## src/rtl/adc_read_port_map.vh

```
// What this block does
// - Conversion done 6.36 us after start falls, 6.3 us after the start is seen
// - Full conversion cycle of 7.8 us is not enforced; a start is taken as soon as idle
// - Done flag low while converting, high after
// - Done flag driven only while enable low
// - Whole 14-bit result presented at once
// - Result driven after output enable falls while chip select is low
// - Result bus and done flag three-state when not enabled
// - Strap selects straight binary or twos complement
// - Start input is active low
// - Start ignores chip select level
`ifndef ADC_READ_PORT_MAP_VH
`define ADC_READ_PORT_MAP_VH

// =====================================================
// Timing
// =====================================================
`define CLK_PERIOD_NS 20
`define CONV_TIME_NS 6300
`define CONV_CYCLES ((`CONV_TIME_NS) / (`CLK_PERIOD_NS))
`define CYCLE_TIME_NS 7800
`define CYCLE_CYCLES ((`CYCLE_TIME_NS) / (`CLK_PERIOD_NS))
`define CNT_W 9

// =====================================================
// Data
// =====================================================
`define RESULT_W 14
`define MSB_POS 13
`define FIFO_DEPTH 8

`endif

```

## src/rtl/adc_read_port.v

```verilog
`timescale 1ns/100ps
`include "adc_read_port_map.vh"

// =====================================================
// Sample FIFO
// =====================================================
module sample_fifo #(
    parameter WIDTH = `RESULT_W,
    parameter DEPTH = `FIFO_DEPTH,
    parameter AW = 3
) (
    input wire clk_i,
    input wire rst_i,
    input wire [WIDTH-1:0] in_data_i,
    input wire in_valid_i,
    output wire in_ready_o,
    output wire [WIDTH-1:0] out_data_o,
    output wire out_valid_o,
    input wire out_ready_i
);
    reg [WIDTH-1:0] mem [0:DEPTH-1];
    reg [AW-1:0] wr_q;
    reg [AW-1:0] rd_q;
    reg [AW:0] cnt_q;
    reg ready_q;
    wire [AW:0] cnt_d;
    wire do_wr;
    wire do_rd;

    // Ready is registered so the top-level port comes straight from a flip-flop
    assign in_ready_o = ready_q;
    assign cnt_d = (do_wr & ~do_rd) ? cnt_q + 1'b1 :
                   (do_rd & ~do_wr) ? cnt_q - 1'b1 : cnt_q;
    assign out_valid_o = (cnt_q != {(AW+1){1'b0}});
    assign out_data_o = mem[rd_q];
    assign do_wr = in_valid_i & in_ready_o;
    assign do_rd = out_valid_o & out_ready_i;

    always @(posedge clk_i) begin
        if (do_wr) begin
            mem[wr_q] <= in_data_i;
        end
    end

    always @(posedge clk_i or posedge rst_i) begin
        if (rst_i) begin
            wr_q <= {AW{1'b0}};
            rd_q <= {AW{1'b0}};
            cnt_q <= {(AW+1){1'b0}};
            ready_q <= 1'b1;
        end else begin
            if (do_wr) begin
                wr_q <= (wr_q == DEPTH[AW-1:0] - 1'b1) ? {AW{1'b0}} : wr_q + 1'b1;
            end
            if (do_rd) begin
                rd_q <= (rd_q == DEPTH[AW-1:0] - 1'b1) ? {AW{1'b0}} : rd_q + 1'b1;
            end
            cnt_q <= cnt_d;
            ready_q <= (cnt_d != DEPTH[AW:0]);
        end
    end
endmodule // sample_fifo

// =====================================================
// Conversion control and read port
// =====================================================
module adc_read_port #(
    parameter CONV_CYCLES = `CONV_CYCLES,
    parameter CYCLE_CYCLES = `CYCLE_CYCLES
) (
    input wire SYS_CLK_I,
    input wire SYS_RST_I,
    input wire START_CONVERSION_N_I,
    input wire CHIP_SELECT_N_I,
    input wire OUTPUT_ENABLE_N_I,
    input wire DONE_FLAG_ENABLE_N_I,
    input wire OFFSET_STRAP_I,
    input wire [`RESULT_W-1:0] SAMPLE_I,
    input wire SAMPLE_VALID_I,
    output wire SAMPLE_READY_O,
    output reg [`RESULT_W-1:0] RESULT_BUS_O,
    output reg RESULT_BUS_OE_O,
    output reg DONE_FLAG_O,
    output reg DONE_FLAG_OE_O
);
    localparam ST_IDLE = 2'b01;
    localparam ST_CONV = 2'b10;

    // Two-stage synchronisers for the five control pins; SAMPLE_I and SAMPLE_VALID_I are not synchronised
    reg [4:0] meta_q;
    reg [4:0] sync_q;
    reg sc_prev_q;
    reg oe_prev_q;
    reg [1:0] state_q;
    reg [`CNT_W-1:0] cnt_q;
    reg [`RESULT_W-1:0] result_q;
    reg strap_q;
    reg driving_q;
    wire sc_n;
    wire cs_n;
    wire oe_n;
    wire en_n;
    wire start_fall;
    wire oe_fall;
    wire [`RESULT_W-1:0] coded;
    wire [`RESULT_W-1:0] fifo_data;
    wire fifo_valid;
    wire take;

    assign sc_n = sync_q[0];
    assign cs_n = sync_q[1];
    assign oe_n = sync_q[2];
    assign en_n = sync_q[3];
    assign start_fall = sc_prev_q & ~sc_n;
    assign oe_fall = oe_prev_q & ~oe_n;
    // Sample taken when the conversion time runs out
    assign take = (state_q == ST_CONV) && (cnt_q == CONV_CYCLES[`CNT_W-1:0] - 1'b1);

    // Straight binary from the sampler; flip MSB for twos complement
    assign coded = {fifo_data[`MSB_POS] ^ strap_q, fifo_data[`MSB_POS-1:0]};

    sample_fifo #(
        .WIDTH(`RESULT_W),
        .DEPTH(`FIFO_DEPTH),
        .AW(3)
    ) u_fifo (
        .clk_i(SYS_CLK_I),
        .rst_i(SYS_RST_I),
        .in_data_i(SAMPLE_I),
        .in_valid_i(SAMPLE_VALID_I),
        .in_ready_o(SAMPLE_READY_O),
        .out_data_o(fifo_data),
        .out_valid_o(fifo_valid),
        .out_ready_i(take)
    );

    always @(posedge SYS_CLK_I or posedge SYS_RST_I) begin
        if (SYS_RST_I) begin
            meta_q <= 5'h1F;
            sync_q <= 5'h1F;
            sc_prev_q <= 1'b1;
            oe_prev_q <= 1'b1;
            state_q <= ST_IDLE;
            cnt_q <= {`CNT_W{1'b0}};
            result_q <= {`RESULT_W{1'b0}};
            strap_q <= 1'b0;
            driving_q <= 1'b0;
            RESULT_BUS_O <= {`RESULT_W{1'b0}};
            RESULT_BUS_OE_O <= 1'b0;
            DONE_FLAG_O <= 1'b1;
            DONE_FLAG_OE_O <= 1'b0;
        end else begin
            meta_q <= {OFFSET_STRAP_I, DONE_FLAG_ENABLE_N_I, OUTPUT_ENABLE_N_I,
                       CHIP_SELECT_N_I, START_CONVERSION_N_I};
            sync_q <= meta_q;
            sc_prev_q <= sc_n;
            oe_prev_q <= oe_n;
            strap_q <= sync_q[4];
            // A conversion in progress is not restarted; a new start is taken as soon as the state is idle again
            case (state_q)
                ST_IDLE: begin
                    if (start_fall) begin
                        state_q <= ST_CONV;
                        cnt_q <= {`CNT_W{1'b0}};
                        DONE_FLAG_O <= 1'b0;
                    end
                end
                ST_CONV: begin
                    cnt_q <= cnt_q + 1'b1;
                    if (take) begin
                        state_q <= ST_IDLE;
                        DONE_FLAG_O <= 1'b1;
                        if (fifo_valid) begin
                            result_q <= coded;
                        end
                    end
                end
                default: begin
                    state_q <= ST_IDLE;
                    DONE_FLAG_O <= 1'b1;
                end
            endcase
            DONE_FLAG_OE_O <= ~en_n;
            // Drive begins on the falling edge of output enable, while chip select is low
            if (oe_n | cs_n) begin
                driving_q <= 1'b0;
                RESULT_BUS_OE_O <= 1'b0;
            end else if (oe_fall) begin
                driving_q <= 1'b1;
                RESULT_BUS_OE_O <= 1'b1;
            end
            RESULT_BUS_O <= result_q;
        end
    end
endmodule // adc_read_port

```

## config.mk

```make
export PLATFORM = sky130hd
export DESIGN_NAME = adc_read_port
export DESIGN_NICKNAME = d
export VERILOG_FILES = /design/src/rtl/adc_read_port.v
export VERILOG_INCLUDE_DIRS = /design/src /design/src/rtl
export SDC_FILE = /design/constraint.sdc
export NUM_CORES = 1
export LEC_CHECK = 0
export BUFFER_PORTS_ARGS = -buffer_cell sky130_fd_sc_hd__buf_2
export CORE_MARGIN = 3
export CORE_UTILIZATION = 45
export DETAILED_ROUTE_END_ITERATION = 8
export GPL_TIMING_DRIVEN = 0
export PLACE_DENSITY_LB_ADDON = 0.12
export RECOVER_POWER = 25
export SLEW_MARGIN = 20
export SYNTH_ARGS = -nofsm -noshare
export SYNTH_HDL_FRONTEND = slang
export SYNTH_SLANG_ARGS = --single-unit
```

## constraint.sdc

```tcl
create_clock -name SYS_CLK_I -period 3.9 [get_ports SYS_CLK_I]
set_clock_uncertainty 0.2 [all_clocks]
set_input_delay 0.195 -clock SYS_CLK_I [delete_from_list [all_inputs] [get_ports SYS_CLK_I]]
set_output_delay 0.195 -clock SYS_CLK_I [all_outputs]
set_load 0.005 [all_outputs]
```

* Word level (Yosys, flattened, before mapping)
Memory sizes are Yosys's and may differ from the RTL's.
Index checks and enable logic that the tools add are counted.
** Storage, ports and cells
- Bits in registers :: 66
- Memory bits (writable) :: 112
- Word-level logic and storage cells :: 66
- Memories :: 1
** Cells by class
- Add/sub/neg operators :: 5
- Eq/ne operators :: 8
- Multiplexer cells :: 16
- Bitwise operators :: 13
- Reduce and logical (&&, ||, !) cells :: 7
** Memories
- u_fifo.mem :: words 8, width 14, read ports 1, clocked after memory_dff 0, write ports 1, RTL line adc_read_port.v:21 : reg [WIDTH-1:0] mem [0:DEPTH-1];
** Operator list (number)
- $pmux W9 S2 :: 1
- $add A9 B1 Y9 const B :: 1
- $eq A9 B9 Y1 const B :: 1
- $mux W9 :: 1
- $mux W4 :: 2
- $add A3 B1 Y3 const B :: 2
- $and A1 B1 Y1 :: 6
- $eq A3 B3 Y1 const B :: 2
- $mux W1 :: 6
- $mux W3 :: 2
- $not A1 Y1 :: 5
- $add A4 B1 Y4 const B :: 1
- $mux W2 :: 2
- $ne A4 B4 Y1 const B :: 1
- $pmux W2 S2 :: 1
- $reduce_and A2 Y1 :: 2
- $reduce_bool A2 Y1 :: 2
- $reduce_bool A4 Y1 :: 1
- $sub A4 B1 Y4 const B :: 1
- $reduce_and A3 Y1 :: 1
- $eq A2 B1 Y1 const B :: 1
- $eq A2 B2 Y1 const B :: 1
- $ne A2 B1 Y1 const B :: 1
- $ne A2 B2 Y1 const B :: 1
- other kinds (4) :: 4

* Depth between registers and ports, before layout
Gate-level depths: netlist of run 1.
- Depth in word-level cells :: 7
- Gate-level depth with buffers :: 8
- Gate-level depth less buffers :: 7

* Modules after synthesis
From an unflattened synthesis of run 1, not the netlist that was laid out.
** Second synthesis, totals
- Cell total of the unflattened synthesis :: 369
- Area total of the unflattened synthesis :: 7009.2 µm²
** By module, submodules not included
- sample_fifo :: times used 1, cells an instance 246, area each 5056.1 µm², sequential area each 3639.7 µm²
- adc_read_port :: times used 1, cells an instance 123, area each 1953.1 µm², sequential area each 1367.6 µm²

* Worst setup path after synthesis of run 1
No wires, ideal clock.
- Path kind :: reg-to-reg
- Start point :: reg u_fifo.ready_q (netlist: u_fifo.in_ready_o)
- End point :: mem u_fifo.mem[0][0] (netlist name), enable pin
- Arrival :: 2.202 ns
- Required time :: 3.279 ns
- Setup slack :: 1.077 ns
- Stages on the path, launching flop included :: 4
- Path buffers :: 1
- Clock period less this slack :: 2.823 ns
- Cell sequence :: dfstp_2 > nand2_1 > clkbuf_1 > nor4_1
** Between the ends
- Word-level cells in the longest chain between the ends :: 3
** Ends and longest elaborated chain
- from (decl) :: RTL line adc_read_port.v:25 : reg ready_q;
- from (signal assigned) :: RTL line adc_read_port.v:59 : ready_q <= (cnt_d != DEPTH[AW:0]);
- $and A1 B1 Y1 :: RTL line adc_read_port.v:36 : assign do_wr = in_valid_i & in_ready_o;
- $mux W1 :: RTL line adc_read_port.v:40 : if (do_wr) begin
- $mux W1 (implied by the code) :: RTL line adc_read_port.v:41 : mem[wr_q] <= in_data_i;
- to (decl) :: RTL line adc_read_port.v:21
No other way between the ends.

* Worst setup path in the final report of run 1
- Start point :: reg u_fifo.ready_q (netlist: u_fifo.in_ready_o)
- End point :: mem u_fifo.mem[3][11] (netlist name), enable pin
Same word-level chain as after synthesis.

==> metrics.txt, run 1 <==
Clock transition at path regs=0.06 ns; main area contributors after synthesis=edfxtp_1 (50%), dfrtp_1 (19%), mux4_2 (9.4%); CTS tree=built; Wirelength per Cell=18.4 um; worst hold margin=0.143 ns; Final Non-Filler Cells=659; HP Class=in2reg; Worst Tran Pin Value=1.38 ns; post-synth top area share=50.1%; post-CTS setup buffer count=0; top-count cell post-synth=edfxtp_1; relative slew slack=7.80%; Cell Pwr Density=562 nW/um2; critical-path cell list=and2_1 > clkbuf_1 > nand2_1 > nor2_2 > buf_8; core region area=14200 um2; Sink Count=177; Leak=3.07 nW; die width=128 um; CTS Buffer Depth=2; Worst EP required=3.83 ns; Critical path buffers and inverters=2; Rows=43; CP Class=reg2reg; slowest CP cell=dfstp_2; Min-Delay Path Depth=5; Synth Net Count=403; VDD IR max=0.389 mV; first-pass iteration count of the detailed router=4; Max FO, Critical Path=10; layout cells sized above 1=30.3%; largest net degree at the start of global routing=35; H-tree levels=4; worst skew pair latency=0.42 ns; fin crit share=65.4%; full die area=16400 um2; area of placed instances=7320 um2; Tot GR Track Use=16.1%; Starting Density=47.2%; placed insts=607; DP HPWL=8210 um; EDFF count, synth=112; Fmax=392 MHz; max-cap violations=0; RSZ-0062 raised after global routing=false; initial antenna violation count=0; worst-case reg-to-reg path depth=5; Worst setup startpoint=u_fifo.in_ready_o; flop and latch count out of synthesis=177; Via density=5.24; Routed Antenna Nets=0; largest area contributor in the netlist=edfxtp_1; synth warn=0; Num CTS Buffers=17; ANT cells=0; vias in the first global route=3529; Mapped Cells=373; status=finished clean; Cell variety after synth=44; Mapped Area=6710 um2; Post-synth ARST share=36.7%; GP Congestion=0.783; Iter 0 DRT Violations=219; Overflow after GRT=0; top cells by count, synth=edfxtp_1 (112), dfrtp_1 (51), mux4_2 (28), nor2_1 (22), mux2i_1 (18); setup violators final=0; CP max stage delay=0.54 ns; Critical Path Stages=5; die span in y=128 um; final max-slew violation count=0; PortBufs=39; routed vias=3456; hold path start=SAMPLE_VALID_I; area grow syn2layout=20.5%; layout net count=496; fill cell count=1086; drt drc=0; Seq/Total Area, Yosys=74.6%; Boundary Pins=40; Critical Path Source Type=register; syn avg cell area=18.0 um2; Worst path top cell family by delay=simple AND/OR/NAND/NOR gates; Util after Layout=56.9%; clock root buffer=clkbuf_16; CP Capture Type=register; RR Startpoint=u_fifo.in_ready_o; minimum clock period=2.55 ns; design area=8080 um2; CP arrival=2.48 ns; Post-synth top flop=edfxtp_1; first-pass GRT wire length=19600 um; Routed WL=12100 um; Fin. Hold Viols=0
-- stage by stage --
stage               power (W)  setup TNS (ns)  worst slack [ns]
floorplan             0.00269               0              1.08
global placement      0.00286           -7.35            -0.506
detailed placement    0.00295               0              1.34
CTS                   0.00460               0              1.33
global route          0.00475               0              1.21
finish                0.00455               0              1.35
-- metal layers --
metal  wire, um  track usage, %  up-vias  part of all wire, %
met5          0               0        -                    0
met4        151            6.18        0                  1.2
met3        708            4.17       14                  5.8
met2       5860            25.4       82                   48
met1       5390            21.7     1751                   44
li1           -               -     1609                    -
-- final cells by class --
| type | count | area, um2 | share of cell area, % |
|---|---|---|---|
| Sequential cell | 177 | 5010 | 62.0 |
| Clock buffer | 21 | 473 | 5.85 |
| Tap cell | 180 | 225 | 2.79 |
| Inverter | 7 | 27.5 | 0.341 |
| Buffer | 16 | 103 | 1.27 |
| Multi-Input combinational cell | 173 | 1610 | 19.9 |
| Timing Repair Buffer | 74 | 542 | 6.70 |
| Clock inverter | 11 | 98.8 | 1.22 |
-- final timing paths --
path                                     end  slack [ns]
max                        u_fifo.mem[3][11]        1.35
min                        u_fifo.in_ready_o        0.14
max reg2reg                u_fifo.mem[3][11]        1.35
min reg2reg                        sync_q[1]        0.16
max in group asynchronous  u_fifo.in_ready_o        2.27
min in group asynchronous    RESULT_BUS_O[8]        0.43
-- where the power goes --
group	internal (W)	switching, W
logic	0.000244	0.000337
clock network	0.000941	0.000687
registers	0.00224	0.0000959
-- kinds of logic (layout without fill, tap and decap cells) --
kind of cell,Yosys count,after routing,share of synthesized area [%]
AND/OR/NAND/NOR,78,78,6.02
flip-flops,177,177,74.6
AO/OA/AOI/OAI,33,33,2.70
XOR/XNOR,5,5,0.653
buffers and inverters,23,129,1.92
multiplexers,48,48,12.4
adder cells (fa/ha/maj),9,9,1.64
-- what timing repair did --
item	in CTS	in global routing
hold endpoints to repair	177	0
resized for setup	0	0
hold buffers	20	0
-- registers in the layout, summed over array words and instances, names as in the netlist, 2 cells and up --
| register | flops |
|---|---|
| u_fifo.mem | 112 |
| RESULT_BUS_O | 14 |
| result_q | 14 |
| cnt_q | 9 |
| meta_q | 5 |
| sync_q | 5 |
| u_fifo.cnt_q | 4 |
| u_fifo.rd_q | 3 |
| u_fifo.wr_q | 3 |
| state_q | 2 |
-- worst min-delay path, cell delays in order --
cell	delay, ns
buf_2	0.10
nand2_1	0.11
a21oi_1	0.08
o21ai_0	0.17
o2111ai_1	0.10
-- cells in the final DEF (no fill, tap or decap), types with 3 or more instances in the layout --
cell type / count
clkbuf_16: 18
ha_1: 8
buf_4: 10
nor2_1: 19
xnor2_1: 4
edfxtp_1: 112
and2_1: 3
nand2_1: 17
inv_4: 4
nor2_2: 3
a21oi_1: 16
mux4_2: 28
nand2b_1: 4
buf_2: 39
o21ai_0: 11
nor3_2: 4
buf_6: 6
dlygate4sd3_1: 20
buf_8: 3
inv_1: 6
dfstp_2: 12
nor3_1: 3
dfrtp_1: 51
clkbuf_1: 11
nand3_1: 9
mux2i_1: 18
Note: power is estimated with default switching activity, not from simulation.
==> inputs of run 2 (changes only) <==
ABC_AREA = 1   (was default)
clock period = 2.6 ns   (was 3.9 ns; I/O delays follow)
==> run 2 against run 1 <==
  * Clock-buffer cell count fell by 1
  * Via count up 29%
  * Synthesized area increased by 2.7%
  * Final cell count is 24% higher
  * Core utilization decreased by 1.1 points
  * Non-clock buffer count increased by 2
  * Sequential cell count stayed put
  * Clock power up 55%
  * Sequential share of layout area fell by 1.2 points
  * Critical endpoint is now u_fifo.mem[0][4]
  * Largest cell class unchanged
  * Highest routed layer unchanged
==> metrics.txt, run 2 <==
Overflow after GRT=0; top cells by count, synth=edfxtp_1 (112), nor2_1 (76), o21ai_0 (66), nand2_1 (54), dfrtp_1 (51); Via density=5.45; worst skew pair latency=0.43 ns; Cell variety after synth=38; Mapped Area=6890 um2; Starting Density=46.7%; slowest CP cell=dfstp_2; grt peak-use layer=met2; area grow syn2layout=19.6%; Iter 0 DRT Violations=456; mux cell area share after synthesis=0%; drt drc=0; RSZ-0062 raised after global routing=false; Max FO, Critical Path=8; layout net count=652; initial antenna violation count=0; vias in the first global route=4425; Fin. Hold Viols=0; Routed Antenna Nets=0; GP Congestion=0.796; syn avg cell area=12.9 um2; Critical Path Stages=5; die width=130 um; first-pass iteration count of the detailed router=6; post-CTS setup buffer count=0; relative slew slack=51.9%; pre-CTS setup slack=0.226 ns; Rows=44; worst setup margin=0.238 ns; Post-synth ARST share=36.7%; reg2reg end=u_fifo.mem[0][4]; Synth Net Count=564; CP max stage delay=0.52 ns; Seq/Total Area, Yosys=72.7%; most common cell after layout, fill and taps aside=edfxtp_1; largest area contributor in the netlist=edfxtp_1; max-cap violations=0; CP dominant cell by count=nand2_1; xor and xnor area share after synthesis=0.381%; Boundary Pins=40; post-synth top area share=48.8%; Worst setup startpoint=u_fifo.in_ready_o; Synth Area in Compound Gates=10.4%; Largest Register=u_fifo.mem; CP Class=reg2reg; flop and latch count out of synthesis=177; die span in y=130 um; Sink Count=177; setup violators final=0; first-pass GRT wire length=24300 um; GR Layer Usage met1=25.8%; PortBufs=39; max reg flops=112; largest net degree at the start of global routing=57; GR Util met3=4.30%; R2R setup slack=0.24 ns; Regs by FF count=u_fifo.mem: 112 flops, RESULT_BUS_O: 14 flops, result_q: 14 flops; routed vias=4464; adder-cell share of the synthesized area=1.45%; Pwr Total=0.00679 W; Tot GR Track Use=19.7%; largest family of logic cells by synthesized area=simple AND/OR/NAND/NOR gates; CTS tree=built; M2 GR Usage=32.7%; H-tree levels=4; Post-synth top flop=edfxtp_1; Routed WL=15600 um; Simple-Gate Fraction of Synth Area=11.3%; EDFF count, synth=112; fin crit share=90.8%; CTS Buffer Depth=2; Mapped Cells=534; minimum clock period=2.36 ns; final max-slew violation count=0; VDD IR max=0.471 mV; synth warn=0; top-count cell post-synth=edfxtp_1; layout cells sized above 1=18.7%; Util after Layout=55.8%; ANT cells=0; Fmax=423 MHz; Leak=3.31 nW; status=finished clean; clock root buffer=clkbuf_16; HP Class=in2reg; worst-case reg-to-reg path depth=5; Cell Pwr Density=824 nW/um2; critical-path cell list=nand2_1 > inv_1 > nand2_1 > nor2_2 > buf_6; Critical path buffers and inverters=2; core region area=14800 um2; full die area=16800 um2; CP Capture Type=register; Critical Path Source Type=register; Wirelength per Cell=19.0 um; Worst EP required=2.53 ns; Critical Path Sink=u_fifo.mem[0][4]; CP arrival=2.30 ns; Worst Tran Pin Value=0.721 ns; main area contributors after synthesis=edfxtp_1 (49%), dfrtp_1 (19%), dfstp_2 (5.3%); commonest non-fill, non-tap cells in the layout=edfxtp_1 (112), nor2_1 (68), o21ai_0 (66); DP HPWL=10200 um; Clock transition at path regs=0.06 ns; RR Startpoint=u_fifo.in_ready_o; Num CTS Buffers=17; Worst path top cell family by delay=simple AND/OR/NAND/NOR gates
-- run 2: changes by cell type in the layout (fill, tap and decap cells not counted), sizes merged, moves of 7 or more --
cell / previous run / this run
a21oi: 16 / 8
buf: 60 / 48
clkbuf: 31 / 43
clkinv: 3 / 10
inv: 12 / 32
mux2i: 18 / 0
mux4: 28 / 0
nand2: 17 / 64
nand3: 9 / 16
nor2: 22 / 81
o211ai: 0 / 14
o21ai: 11 / 68
o221ai: 1 / 13
o22ai: 0 / 15
-- run 2: area by class of cell --
class / count / area [um2]
flip-flops and latches: 177 / 5010
well taps: 184 / 230
clock inverters: 12 / 140
plain buffers: 23 / 128
repair buffers: 69 / 519
multi-input cells: 300 / 1640
clock buffers: 20 / 437
inverters: 34 / 134
fillers: 1239 / 6520
-- run 2: where the power goes --
group | internal, W | switching (W) | leakage (nW) | total [W]
combinational | 0.000278 | 0.000531 | 1.17 | 0.000809
sequential | 0.00335 | 0.000106 | 1.86 | 0.00346
clock | 0.00150 | 0.00102 | 0.283 | 0.00252
total | 0.00513 | 0.00166 | 3.31 | 0.00679
-- run 2: kinds of logic after synthesis --
kind of cell               count (synthesis)
DFF                                      177
and+or+nand+nor                          169
AOI/OAI and AO/OA                        120
buffers and inverters                     57
adders and majority gates                  8
xor gates and xnor gates                   3
-- run 2: timing repair --
item | in CTS | in global routing
gates resized for setup | 0 | 0
endpoints found under the hold margin | 182 | 0
hold buffers | 21 | 0
-- run 2: worst min-delay path: stages --
cell and delay (ns):
buf_2 0.07, nand2_1 0.15, nor2_1 0.18, a21oi_1 0.06
-- run 2: through the flow --
stage               hold WS, ns  cell area [um2]  setup TNS (ns)  instances
finish                   0.0151             8240               0        819
global route             0.0557             8240               0        819
CTS                      0.0107             8250               0        819
detailed placement       -0.155             7460               0        766
global placement         0.0356             7310          -26.02        757
floorplan               -0.0655             6890               0        534
-- run 2: worst min-delay path by stage --
stage / depth (start not counted) / end / startpoint / slack, ns
3_3_place_gp: 1 / meta_q[4] / OFFSET_STRAP_I / 0.04
6_report: 4 / u_fifo.wr_q[0] / SAMPLE_VALID_I / 0.02
5_1_grt: 4 / u_fifo.wr_q[0] / SAMPLE_VALID_I / 0.06
4_1_cts: 4 / u_fifo.wr_q[0] / SAMPLE_VALID_I / 0.01
2_1_floorplan: 0 / meta_q[0] / START_CONVERSION_N_I / -0.07
3_5_place_dp: 2 / RESULT_BUS_O[1] / SYS_RST_I / -0.16
-- run 2: per-layer routing --
metal	wire length [um]	vias up	part of all wire [%]
li1	-	2080	-
met1	6810	2199	44
met2	7600	160	49
met3	909	25	5.8
met4	255	0	1.6
met5	0	-	0
==> inputs of run 3 (changes only) <==
MAX_ROUTING_LAYER = met4   (was default)
==> run 3 against run 2 <==
  * Final cell count is the same
  * Hold slack gained 0.0027 ns
  * Sequential power is essentially flat
  * Core utilization is the same
  * Sequential share of layout area is the same
  * Routed wire length shrank 0.42%
  * Clock-buffer cell count is the same
  * Global-route usage grew 0.60 points
  * Combinational power is essentially flat
  * Highest routed layer unchanged
==> metrics.txt, run 3 (synthesis gave the netlist of run 2 again) <==
first-pass iteration count of the detailed router=5; worst skew pair latency=0.43 ns; Fin. Hold Viols=0; critical-path cell list=nand2_1 > inv_1 > nand2_1 > nor2_2 > buf_6; area of the multi-input gates=1640 um2; largest net degree at the start of global routing=57; CP Capture Type=register; minimum clock period=2.36 ns; Worst Tran Pin Value=0.712 ns; drt drc=0; fin crit share=90.8%; design area=8240 um2; R2R setup slack=0.24 ns; core region area=14800 um2; die width=130 um; CTS Buffer Depth=2; Critical path buffers and inverters=2; relative slew slack=52.5%; Routed Antenna Nets=0; area of placed instances=7460 um2; initial antenna violation count=0; most common cell after layout, fill and taps aside=edfxtp_1; Util after Layout=55.8%; full die area=16800 um2; Via density=5.43; layout net count=652; Cell Pwr Density=824 nW/um2; Starting Density=46.7%; first-pass GRT wire length=24300 um; CP dominant cell by count=nand2_1; Regs by FF count=u_fifo.mem: 112 flops, RESULT_BUS_O: 14 flops, result_q: 14 flops; Max FO, Critical Path=8; CTS tree=built; RR Startpoint=u_fifo.in_ready_o; Rows=44; Routed WL=15500 um; vias in the first global route=4429; Critical Path Source Type=register; Clock transition at path regs=0.06 ns; Worst EP required=2.54 ns; Sink Count=177; max reg flops=112; Leak=3.31 nW; Largest Register=u_fifo.mem; final max-slew violation count=0; Pwr Total=0.00678 W; commonest non-fill, non-tap cells in the layout=edfxtp_1 (112), nor2_1 (68), o21ai_0 (66); VDD IR max=0.476 mV; ANT cells=0; CP Class=reg2reg; area grow syn2layout=19.6%; H-tree levels=4; RSZ-0062 raised after global routing=false; Worst path top cell family by delay=simple AND/OR/NAND/NOR gates; routed vias=4445; reg2reg end=u_fifo.mem[0][4]; slowest CP cell=dfstp_2; worst-case reg-to-reg path depth=5; Wirelength per Cell=18.9 um; HP Class=in2reg; Tot GR Track Use=20.3%; Min-Delay Path Depth=4; PortBufs=39; DP HPWL=10200 um; die span in y=130 um; Overflow after GRT=0; Resized cells post-CTS=0; status=finished clean; Hold Path End=u_fifo.wr_q[0]; setup violators final=0; Fmax=424 MHz; Seq. cell area=5010 um2; CP arrival=2.30 ns; hold path start=SAMPLE_VALID_I; Iter 0 DRT Violations=465; clock root buffer=clkbuf_16; fill cell count=1239; GP Congestion=0.808; worst hold margin=0.0178 ns; Boundary Pins=40; max-cap violations=0; Num CTS Buffers=17; CP max stage delay=0.52 ns; layout cells sized above 1=18.7%
[run 3: power breakdown]
group | internal (W) | total, W | switching, W
sequential | 0.00335 | 0.00346 | 0.000106
combinational | 0.000278 | 0.000806 | 0.000528
clock | 0.00150 | 0.00252 | 0.00102
[run 3: worst max-delay path by stage]
stage,from,endpoint,slack [ns],cells past startpoint
3_3_place_gp,u_fifo.in_ready_o,u_fifo.mem[0][1],-0.33,4
2_1_floorplan,u_fifo.in_ready_o,u_fifo.mem[0][0],0.39,4
4_1_cts,u_fifo.in_ready_o,u_fifo.mem[0][4],0.21,5
6_report,u_fifo.in_ready_o,u_fifo.mem[0][4],0.24,5
5_1_grt,u_fifo.in_ready_o,u_fifo.mem[0][4],0.08,5
3_5_place_dp,u_fifo.in_ready_o,u_fifo.mem[0][2],0.23,5
[run 3: tightest hold or removal path, cell delays in order]
cell and delay (ns):
buf_2 0.07, nand2_1 0.15, nor2_1 0.19, a21oi_1 0.06
[run 3: what timing repair did]
action                                 4_1_cts  5_1_grt
endpoints found under the hold margin      182        0
hold buffers                                21        0
setup buffers                                0        0
[run 3: layer usage]
layer  part of all wire, %  global-route usage [%]  vias to the layer above
met2                    49                    32.7                      142
met5                     0                       -                        -
met3                   5.8                    4.30                       31
met1                    44                    25.7                     2191
li1                      -                       -                     2081
met4                   1.8                    7.09                        0
[run 3: final cells by class]
| cell class | count | area share (%) |
|---|---|---|
| tap | 184 | 2.80 |
| inverter | 34 | 1.63 |
| buffer | 23 | 1.55 |
| clock buffer | 20 | 5.30 |
| multi-input combinational | 300 | 19.9 |
| timing repair buffer | 69 | 6.30 |
| clock inverter | 12 | 1.70 |
| sequential | 177 | 60.8 |
[run 3: metrics by stage]
| stage | setup slack [ns] | std cells | setup TNS (ns) |
|---|---|---|---|
| after floorplan | 0.389 | 534 | 0 |
| after global placement | -0.326 | 757 | -26.02 |
| after detailed placement | 0.226 | 766 | 0 |
| after CTS | 0.214 | 819 | 0 |
| after global routing | 0.0831 | 819 | 0 |
| final | 0.240 | 819 | 0 |
